## config.mk

```make
export PLATFORM = sky130hd
export DESIGN_NAME = hbw_dev_flat
export DESIGN_NICKNAME = d
export VERILOG_FILES = /design/src/hbw_pkg.sv /design/src/hbw_if.sv /design/src/hbw_dev.sv /design/src/flat_wrapper.sv
export SDC_FILE = /design/constraint.sdc
export NUM_CORES = 1
export LEC_CHECK = 0
export BUFFER_PORTS_ARGS = -buffer_cell sky130_fd_sc_hd__buf_2
export CAP_MARGIN = 0
export CORE_MARGIN = 2
export CORE_UTILIZATION = 42
export CTS_CLUSTER_SIZE = 12
export DETAILED_ROUTE_END_ITERATION = 10
export GPL_TIMING_DRIVEN = 0
export PLACE_DENSITY_LB_ADDON = 0.3
export SETUP_SLACK_MARGIN = 0.3
export SLEW_MARGIN = 20
export SYNTH_ARGS = -nofsm -noshare
export SYNTH_HDL_FRONTEND = slang
export SYNTH_SLANG_ARGS = --single-unit
```

## constraint.sdc

```tcl
create_clock -name CLK_IN -period 1.7 [get_ports CLK_IN]
set_input_delay 0.425 -clock CLK_IN [delete_from_list [all_inputs] [get_ports CLK_IN]]
set_output_delay 0.425 -clock CLK_IN [all_outputs]
set_load 0.02 [all_outputs]
```

## src/hbw_pkg.sv

```systemverilog
// hbw_pkg.sv - constants and types for the host bus wait/ack pin block
package hbw_pkg;

  // ****************************************
  // bus type encoding
  // ****************************************
  typedef enum logic [1:0] {
    HBW_BUS_GENERIC,
    HBW_BUS_ASYNC_STROBE,
    HBW_BUS_ENABLE_CLOCKED
  } hbw_bus_t;

  // ****************************************
  // timing and reset constants
  // ****************************************
  localparam int unsigned HBW_CLK_MHZ = 250;
  localparam int unsigned HBW_BUSY_NS_DEF = 20;
  localparam int unsigned HBW_BUSY_CYC_DEF = (HBW_BUSY_NS_DEF * HBW_CLK_MHZ + 999) / 1000;
  localparam int unsigned HBW_CNT_W = 8;
  localparam logic [HBW_CNT_W-1:0] HBW_CNT_RST = 8'h00;
  localparam logic [1:0] HBW_BUS_RST = 2'h0;

endpackage

```

## src/hbw_if.sv

```systemverilog
// hbw_if.sv - host bus pins shared between the device end and the host end
interface hbw_if;
  logic cs_n;
  logic addr_strobe_n;
  logic wait_o;
  logic wait_oe;
  logic test_mode_enable;
  logic scan_chain_enable;
  // resolved pin level; floats high through an external pull when released
  logic wait_pin;
  assign wait_pin = wait_oe ? wait_o : 1'b1;

  modport dev (
    input cs_n,
    input addr_strobe_n,
    input test_mode_enable,
    input scan_chain_enable,
    output wait_o,
    output wait_oe
  );

  modport host (
    output cs_n,
    output addr_strobe_n,
    output test_mode_enable,
    output scan_chain_enable,
    input wait_pin
  );
endinterface

```

## src/hbw_dev.sv

```systemverilog
// hbw_dev.sv - device end: drives the shared wait/transfer_ack_n pin
module hbw_dev #(
  parameter int unsigned BUSY_CYC = hbw_pkg::HBW_BUSY_CYC_DEF
) (
  input wire logic CLK_IN,
  input wire logic RSTN_IN,
  input wire logic [1:0] BUS_TYPE_IN,
  output logic XFER_START_OUT,
  output logic XFER_BUSY_OUT,
  hbw_if.dev PIN
);

  // ****************************************
  // parameter check
  // ****************************************
  // counter is HBW_CNT_W bits wide, so longer busy spans would wrap
  if (BUSY_CYC < 1 || BUSY_CYC > (2 ** hbw_pkg::HBW_CNT_W) - 1) begin : g_bad_busy_cyc
    $error("BUSY_CYC out of range");
  end

  typedef enum logic [1:0] {IDLE, BUSY, DONE, HOLD} hbw_dev_st_t;

  // ****************************************
  // declarations
  // ****************************************
  hbw_dev_st_t st_r;
  hbw_dev_st_t st_nxt;
  hbw_pkg::hbw_bus_t bus_r;
  logic bus_ok_r;
  logic [hbw_pkg::HBW_CNT_W-1:0] cnt_r;
  logic [hbw_pkg::HBW_CNT_W-1:0] cnt_nxt;
  logic access;
  logic active_lvl;
  logic drive_ok;
  logic wait_o_nxt;
  logic wait_oe_nxt;
  logic start_nxt;
  logic busy_nxt;

  // ****************************************
  // bus type capture
  // ****************************************
  // latch once after reset
  // a type change mid-run would alter the pin meaning under the host
  always_ff @(posedge CLK_IN or negedge RSTN_IN) begin
    if (!RSTN_IN) begin
      bus_ok_r <= 1'b0;
    end else begin
      bus_ok_r <= 1'b1;
    end
  end

  always_ff @(posedge CLK_IN or negedge RSTN_IN) begin
    if (!RSTN_IN) begin
      bus_r <= hbw_pkg::hbw_bus_t'(hbw_pkg::HBW_BUS_RST);
    end else if (!bus_ok_r) begin
      bus_r <= hbw_pkg::hbw_bus_t'(BUS_TYPE_IN);
    end
  end

  // ****************************************
  // access qualification
  // ****************************************
  // strobe qualifies async-strobe access
  always_comb begin
    case (bus_r)
      hbw_pkg::HBW_BUS_ASYNC_STROBE: access = !PIN.cs_n && !PIN.addr_strobe_n;
      default: access = !PIN.cs_n;
    endcase
  end

  // wait is active low, ack busy level is high
  always_comb begin
    case (bus_r)
      hbw_pkg::HBW_BUS_ASYNC_STROBE: active_lvl = 1'b1;
      default: active_lvl = 1'b0;
    endcase
  end

  // ****************************************
  // transfer sequencer
  // ****************************************
  always_comb begin
    st_nxt = st_r;
    case (st_r)
      IDLE: begin
        if (bus_ok_r && access) begin
          st_nxt = BUSY;
        end
      end
      BUSY: begin
        if (cnt_r == 8'h01) begin
          st_nxt = DONE;
        end
      end
      // inactive level shows for exactly one cycle
      DONE: st_nxt = HOLD;
      // hold released until host drops the access, avoids a retrigger
      HOLD: begin
        if (!access) begin
          st_nxt = IDLE;
        end
      end
      default: st_nxt = IDLE;
    endcase
  end

  always_ff @(posedge CLK_IN or negedge RSTN_IN) begin
    if (!RSTN_IN) begin
      st_r <= IDLE;
    end else begin
      st_r <= st_nxt;
    end
  end

  // reloaded in idle, so each transfer gets the full busy span
  always_comb begin
    cnt_nxt = cnt_r;
    case (st_r)
      IDLE: cnt_nxt = BUSY_CYC[hbw_pkg::HBW_CNT_W-1:0];
      BUSY: cnt_nxt = cnt_r - 8'h01;
      default: cnt_nxt = cnt_r;
    endcase
  end

  always_ff @(posedge CLK_IN or negedge RSTN_IN) begin
    if (!RSTN_IN) begin
      cnt_r <= hbw_pkg::HBW_CNT_RST;
    end else begin
      cnt_r <= cnt_nxt;
    end
  end

  // ****************************************
  // pin drive
  // ****************************************
  // enable-clocked bus leaves the pin floating, never drive it
  always_comb begin
    drive_ok = (bus_r != hbw_pkg::HBW_BUS_ENABLE_CLOCKED);
  end

  always_comb begin
    wait_o_nxt = !active_lvl;
    wait_oe_nxt = 1'b0;
    case (st_nxt)
      BUSY: begin
        wait_o_nxt = active_lvl;
        wait_oe_nxt = drive_ok;
      end
      DONE: begin
        wait_o_nxt = !active_lvl;
        wait_oe_nxt = drive_ok;
      end
      default: begin
        wait_o_nxt = !active_lvl;
        wait_oe_nxt = 1'b0;
      end
    endcase
  end

  always_comb begin
    start_nxt = (st_r == IDLE) && (st_nxt == BUSY);
    busy_nxt = (st_nxt == BUSY);
  end

  always_ff @(posedge CLK_IN or negedge RSTN_IN) begin
    if (!RSTN_IN) begin
      PIN.wait_o <= 1'b1;
    end else begin
      PIN.wait_o <= wait_o_nxt;
    end
  end

  always_ff @(posedge CLK_IN or negedge RSTN_IN) begin
    if (!RSTN_IN) begin
      PIN.wait_oe <= 1'b0;
    end else begin
      PIN.wait_oe <= wait_oe_nxt;
    end
  end

  always_ff @(posedge CLK_IN or negedge RSTN_IN) begin
    if (!RSTN_IN) begin
      XFER_START_OUT <= 1'b0;
    end else begin
      XFER_START_OUT <= start_nxt;
    end
  end

  always_ff @(posedge CLK_IN or negedge RSTN_IN) begin
    if (!RSTN_IN) begin
      XFER_BUSY_OUT <= 1'b0;
    end else begin
      XFER_BUSY_OUT <= busy_nxt;
    end
  end

endmodule

```

## src/flat_wrapper.sv

```systemverilog
// flat-port wrapper written by rule: the top's interface ports become plain ports
module hbw_dev_flat 
#(
  parameter int unsigned BUSY_CYC = hbw_pkg::HBW_BUSY_CYC_DEF
)
  (CLK_IN, RSTN_IN, BUS_TYPE_IN, XFER_START_OUT, XFER_BUSY_OUT, PIN_cs_n, PIN_addr_strobe_n, PIN_test_mode_enable, PIN_scan_chain_enable, PIN_wait_o, PIN_wait_oe);
  hbw_if PIN_i ();
  input wire logic CLK_IN;
  input wire logic RSTN_IN;
  input wire logic [1:0] BUS_TYPE_IN;
  output logic XFER_START_OUT;
  output logic XFER_BUSY_OUT;
  input wire logic [$bits(PIN_i.cs_n)-1:0] PIN_cs_n;
  input wire logic [$bits(PIN_i.addr_strobe_n)-1:0] PIN_addr_strobe_n;
  input wire logic [$bits(PIN_i.test_mode_enable)-1:0] PIN_test_mode_enable;
  input wire logic [$bits(PIN_i.scan_chain_enable)-1:0] PIN_scan_chain_enable;
  output wire logic [$bits(PIN_i.wait_o)-1:0] PIN_wait_o;
  output wire logic [$bits(PIN_i.wait_oe)-1:0] PIN_wait_oe;
  assign PIN_i.cs_n = PIN_cs_n;
  assign PIN_i.addr_strobe_n = PIN_addr_strobe_n;
  assign PIN_i.test_mode_enable = PIN_test_mode_enable;
  assign PIN_i.scan_chain_enable = PIN_scan_chain_enable;
  assign PIN_wait_o = PIN_i.wait_o;
  assign PIN_wait_oe = PIN_i.wait_oe;
  hbw_dev #(.BUSY_CYC(BUSY_CYC)) u_core (.CLK_IN(CLK_IN), .RSTN_IN(RSTN_IN), .BUS_TYPE_IN(BUS_TYPE_IN), .XFER_START_OUT(XFER_START_OUT), .XFER_BUSY_OUT(XFER_BUSY_OUT), .PIN(PIN_i));
endmodule
```

; After elaboration in Yosys (flattened, before gate mapping)
; Cells that the tools add are included.
[word_totals]
inputBits = 8
rom_bits = 0
n_memories = 0
regBits = 17
mem_bits_rw = 0
out_inout_bits = 4
latch_bits = 0
wordCells = 35
[op_classes]
n_eq_ne = 8
shift = 0
n_addsub = 1
n_mux = 9
div_mod_pow = 0
bitwise = 0
n_reduce_logical = 9
n_mul = 0
magnitude_cmp = 0
[ops]
columns = op, count
row1 = $pmux W8 S2, 1
row2 = $eq A8 B1 Y1 const B, 1
row3 = $pmux W2 S4, 1
row4 = $sub A8 B1 Y8 const B, 1
row5 = $eq A2 B1 Y1 const B, 3
row6 = $eq A2 B2 Y1 const B, 3
row7 = $mux W2, 3
row8 = $mux W1, 4
row9 = $logic_and A1 B1 Y1, 3
row10 = $logic_not A1 Y1, 3
row11 = $logic_not A2 Y1, 1
row12 = $ne A2 B2 Y1 const B, 1
row13 = $reduce_bool A2 Y1, 1
row14 = $reduce_or A2 Y1, 1

; Depth between registers and ports, before layout
[logic_depth]
word_depth = 9
depth_mapped = 7
ltp_nobuf = 7

; Worst setup path before layout
; Ideal clock, no wire load.
[synth_timing]
path_type = reg-to-reg
from = register u_core.cnt_r[3] in the netlist's numbering
to = register u_core.XFER_START_OUT
period_less_slack_ns = 1.857
arrival_ns = 1.738
n_path_buf = 0
slack_ns = -0.157
setup_ns = 0.119
stages_incl_launch_ff = 6
path_cell_list = dfrtp_1 or4_4 nor4_2 a211oi_1 ha_1 and2_1
[synth_between]
elab_chain_cells = 5
[synth_lines]
columns = item, line_no
row1 = start: declaration, hbw_dev.sv:30  ; logic [hbw_pkg::HBW_CNT_W-1:0] cnt_r;
row2 = start signal: assignment, hbw_dev.sv:128  ; cnt_r <= hbw_pkg::HBW_CNT_RST;
row3 = start signal: assignment, hbw_dev.sv:130  ; cnt_r <= cnt_nxt;
row4 = $eq A8 B1 Y1, hbw_dev.sv:92  ; if (cnt_r == 8'h01) begin
row5 = $mux W2, hbw_dev.sv:92
row6 = $pmux W2 S4, hbw_dev.sv:85  ; case (st_r)
row7 = net u_core.st_nxt[0], hbw_dev.sv:27  ; hbw_dev_st_t st_nxt;
row8 = $eq A2 B1 Y1, -
row9 = net u_core.busy_nxt, hbw_dev.sv:38  ; logic busy_nxt;
row10 = $logic_and A1 B1 Y1, hbw_dev.sv:162  ; start_nxt = (st_r == IDLE) && (st_nxt == BUSY);
row11 = net u_core.start_nxt, hbw_dev.sv:37  ; logic start_nxt;
row12 = end signal: assignment, hbw_dev.sv:186  ; XFER_START_OUT <= start_nxt;
row13 = end: declaration, hbw_dev.sv:8  ; output logic XFER_START_OUT,
; The timed path passes the listed nets, and every way through them passes these cells.
; A chain may end at the register's enable or synchronous reset.

; Worst setup path after layout
[layout_timing]
from = register u_core.cnt_r[6] in the netlist's numbering
to = register u_core.PIN.wait_oe
[layout_between]
elab_chain_cells = 6
word_cells_on_any_way = 7
classes_between = eq/ne (3) / mux (3) / reduce/logical (1)
[layout_lines]
columns = item, line_no
row1 = $eq A8 B1 Y1 *, hbw_dev.sv:92
row2 = $mux W2 *, hbw_dev.sv:92
row3 = $pmux W2 S4 *, hbw_dev.sv:85
row4 = net u_core.st_nxt[0], hbw_dev.sv:27
row5 = $eq A2 B2 Y1 or $eq A2 B1 Y1 (tied branches), hbw_dev.sv:145  ; case (st_nxt)
row6 = $reduce_or A2 Y1 (no source line) *, -
row7 = $mux W1 *, hbw_dev.sv:145
row8 = net u_core.wait_oe_nxt, hbw_dev.sv:36  ; logic wait_oe_nxt;
row9 = end signal: assignment, hbw_dev.sv:178  ; PIN.wait_oe <= wait_oe_nxt;
row10 = end: declaration, hbw_if.sv:19  ; output wait_oe
; The timed path passes the listed nets; every way through them passes the cells marked *.

==> results_dict.tcl <==
set metrics [dict create \
    syn-num-nets 81 \
    worst_path_max_delay_cell "sky130_fd_sc_hd__or4_4" \
    hold-worst-slack_ps 41.0 \
    postSynthCellCount 70 \
    most_used_cells_in_the_layout_excluding_fill_and_tap_cells "15 x sky130_fd_sc_hd__dfrtp_1, 8 x sky130_fd_sc_hd__buf_2, 5 x sky130_fd_sc_hd__nor2_1, 5 x sky130_fd_sc_hd__buf_6, 5 x sky130_fd_sc_hd__buf_4" \
    syn_avg_cell_area_sq_um 11.3 \
    start_util_pct 45.2 \
    timing.max_cap.violations 0 \
    intPower_mw 0.529 \
    holdBufCountCts 0 \
    regArea_sq_um 428 \
    die_h_um 47.4 \
    floorplan.core_area_sq_mm 0.00175 \
    switchingPower_mw 0.146 \
    detail-route-antenna-nets 0 \
    timing.final.crit_period_ps 1770 \
    areaGrowthSynthToFinish_pct 35.5 \
    tritoncts "built" \
    drive_gt1_share_pct 46.7 \
    synth-seq-area-share_pct 54.0 \
    routedWlPerCell_um 13.2 \
    critPathMaxFanout 4 \
    share_seq_of_total_power_pct 62.7 \
    multi_input_area_sq_um 428 \
    ioPinCount 12 \
    ctsLongestPathBuffers 2 \
    clock_sink_count 17 \
    grt_first_pass_wirelength_um 2550 \
    detailedPlace.worstSlack_ps -208 \
    yosys_register_bits 17 \
    end_kind "flop" \
    synth.yosys.warnings 0 \
    critPathArrivalTime_ps 1950 \
    worst_ep_required_time_ps 1880 \
    setup_violations 3 \
    fp-row-count 15 \
    grt_use_met3_pct 5.77 \
    fin_skew_ps 0.632 \
    die_area_sq_mm 0.00224 \
    busiest_layer "met2" \
    grt_pass1_vias 578 \
    route.detailed.vias_per_inst 5.21 \
    worstSetupPathType "flop to flop" \
    rsz0062_at_grt "yes" \
    worst_ir_drop_vdd_uv 376 \
    met1_usage_pct 22.4 \
    final_common_cell "sky130_fd_sc_hd__dfrtp_1" \
    num-fill-cells 150 \
    yosysUniqueCellTypes 33 \
    cp_cell_sequence "or4_4 -> nor4_4 -> a211oi_2 -> ha_2 -> a21oi_1" \
    nNetsFinal 104 \
    netlist_area_sq_um 790 \
    max_freq_ghz 0.564 \
    power_frac_clock_pct 30.7 \
    holdCritPathClass "input pin to async pin" \
    detail_route.first_pass.iterations 4 \
    numCtsBuffers 3 \
    routabilityCongestion 0.748 \
    startpoint_type "flop" \
    die_width_um 47.4 \
    global_route_track_usage_on_met2_pct 24.6 \
    run_status "finished, violations left" \
    layout_worst_path_cycle_share_pct 104 \
    power.combinational.fraction_pct 6.6 \
    hold_violations 0 \
    total_leakage_power_nw 0.485 \
    powerDensity_mw_per_mm2 631 \
    detailroute.via_count 609 \
    clkLatencyLatePin_ps 280 \
    final_count_of_pins_violating_max_slew 0 \
    number_of_design_rule_violations_left_after_detail_routing 0 \
    final_critical_path_setup_slack_ps -71.5 \
    h-tree-depth 1 \
    largest_net_degree_at_the_start_of_global_routing 18 \
    finalWirelength_um 1540 \
    cts_root_buffer "sky130_fd_sc_hd__clkbuf_4" \
    antenna-diode-count 0 \
    hpwlAfterDp_um 1030 \
    switching_share_of_power_pct 21.6 \
    drt-initial-drc-count 4 \
    clock_slew_at_the_register_clock_pins_of_the_worst_setup_and_hold_paths_ps 90 \
    grt_use_total_pct 16.5 \
    grt_antenna_before_repair 0 \
    slowest_delay_ps 560 \
    overflow 0 \
    number_of_input_and_output_port_buffers_inserted 9 \
    violated_checks "negative setup slack" \
]
-- cell families after synthesis --
| kind of cell | Yosys count | share of synthesized area [%] |
|---|---|---|
| AND/OR/NAND/NOR | 22 | 17.8 |
| AO/OA/AOI/OAI | 17 | 14.1 |
| flip-flops | 17 | 54.0 |
| buffers and inverters | 5 | 2.38 |
| adder cells (fa/ha/maj) | 3 | 4.75 |
| multiplexers | 3 | 4.28 |
| XOR/XNOR | 2 | 2.22 |
| other | 1 | 0.475 |
-- registers in the layout, summed over array words and instances, names as in the netlist --
signal                 flops
u_core.cnt_r               8
u_core.bus_r               2
u_core.PIN.wait_oe         1
u_core.st_r                2
u_core.XFER_START_OUT      1
u_core.bus_ok_r            1
u_core.XFER_BUSY_OUT       1
u_core.PIN.wait_o          1
-- critical path, delay by kind of cell (launching register included) --
family,cells,cell delay [ps]
compound gates,2,110
fa+ha+maj,1,340
flops,1,420
simple gates,2,790
-- cells in the mapped netlist --
| master | number | area share [%] |
|---|---|---|
| sky130_fd_sc_hd__mux2_2 | 3 | 4.3 |
| sky130_fd_sc_hd__o311ai_0 | 1 | 1.1 |
| sky130_fd_sc_hd__a21o_1 | 1 | 0.95 |
| sky130_fd_sc_hd__ha_1 | 3 | 4.8 |
| sky130_fd_sc_hd__conb_1 | 1 | 0.47 |
| sky130_fd_sc_hd__o21ai_0 | 4 | 2.5 |
| sky130_fd_sc_hd__and3b_1 | 1 | 1.1 |
| sky130_fd_sc_hd__o211a_1 | 1 | 1.3 |
| sky130_fd_sc_hd__nor4_2 | 1 | 1.6 |
| sky130_fd_sc_hd__a31o_2 | 1 | 1.1 |
| sky130_fd_sc_hd__nor3_1 | 1 | 0.63 |
| sky130_fd_sc_hd__or3b_2 | 1 | 1.1 |
| sky130_fd_sc_hd__a22oi_1 | 1 | 0.95 |
| sky130_fd_sc_hd__o31ai_1 | 1 | 0.95 |
| sky130_fd_sc_hd__dfstp_2 | 1 | 3.3 |
| sky130_fd_sc_hd__inv_1 | 4 | 1.9 |
| sky130_fd_sc_hd__nor3b_1 | 1 | 0.95 |
| sky130_fd_sc_hd__nor2_1 | 5 | 2.4 |
| sky130_fd_sc_hd__nand3_1 | 1 | 0.63 |
| sky130_fd_sc_hd__xor2_1 | 1 | 1.1 |
| sky130_fd_sc_hd__dfrtp_1 | 16 | 51 |
| sky130_fd_sc_hd__a211oi_1 | 1 | 0.95 |
| sky130_fd_sc_hd__nand2_1 | 3 | 1.4 |
| sky130_fd_sc_hd__nand3b_1 | 1 | 0.95 |
| sky130_fd_sc_hd__xnor2_1 | 1 | 1.1 |
| sky130_fd_sc_hd__or4_1 | 1 | 0.95 |
| sky130_fd_sc_hd__clkbuf_1 | 1 | 0.47 |
| sky130_fd_sc_hd__nand2b_1 | 2 | 1.6 |
| sky130_fd_sc_hd__a21oi_1 | 5 | 3.2 |
| sky130_fd_sc_hd__or3_1 | 1 | 0.79 |
| sky130_fd_sc_hd__or4_4 | 2 | 2.9 |
| sky130_fd_sc_hd__and2_1 | 1 | 0.79 |
| sky130_fd_sc_hd__a22o_1 | 1 | 1.1 |
-- final timing paths --
path	endpoint	slack (ps)	depth (start not counted)	startpoint
min reg2reg	u_core.PIN.wait_oe	490	1	u_core.bus_r[1]
min in group CLK_IN	u_core.bus_r[1]	370	2	BUS_TYPE_IN[1]
max reg2reg	u_core.PIN.wait_oe	-70	5	u_core.cnt_r[6]
min	u_core.cnt_r[6]	40	1	RSTN_IN
max	u_core.PIN.wait_oe	-70	5	u_core.cnt_r[6]
max in group asynchronous	u_core.PIN.wait_o	1350	1	RSTN_IN
-- power groups by stage --
| stage | sequential [mW] | combinational (mW) | clock (mW) |
|---|---|---|---|
| 6_report | 0.423 | 0.0448 | 0.207 |
| 3_3_place_gp | 0.430 | 0.0425 | 0 |
| 2_1_floorplan | 0.436 | 0.0167 | 0 |
| 5_1_grt | 0.424 | 0.0512 | 0.236 |
| 3_5_place_dp | 0.430 | 0.0431 | 0 |
| 4_1_cts | 0.422 | 0.0431 | 0.215 |
-- routing by layer --
layer | vias to the layer above | wire (um)
li1 | 297 | -
met3 | 2 | 59
met1 | 297 | 706
met5 | - | 0
met4 | 0 | 12
met2 | 13 | 766
-- through the flow --
stage / cell area [sq um] / total power [mW] / cells / TNS (ps) / util, %
after floorplan: 826 / 0.453 / 70 / 0 / -
after global placement: 902 / 0.472 / 104 / -232 / 51.7
after detailed placement: 902 / 0.474 / 104 / -527 / 51.7
after CTS: 997 / 0.680 / 115 / -131 / 57.1
after global routing: 1070 / 0.712 / 117 / -398 / 61.3
final: 1070 / 0.675 / 117 / -134 / 61.3
-- cell type report --
class	instances	share of cell area, %
Tap cell	25	2.92
Multi-Input combinational cell	48	40.0
Timing Repair Buffer	18	12.5
Sequential cell	17	40.0
Inverter	4	1.64
Buffer	1	0.468
Clock buffer	4	2.46
-- repair_timing --
| item | in CTS | in global routing |
|---|---|---|
| endpoints found under the setup margin | 9 | 11 |
| gates resized for setup | 4 | 17 |
| pin swaps | 0 | 3 |
| setup buffers | 7 | 2 |
Power figures use the tool's default switching activity.
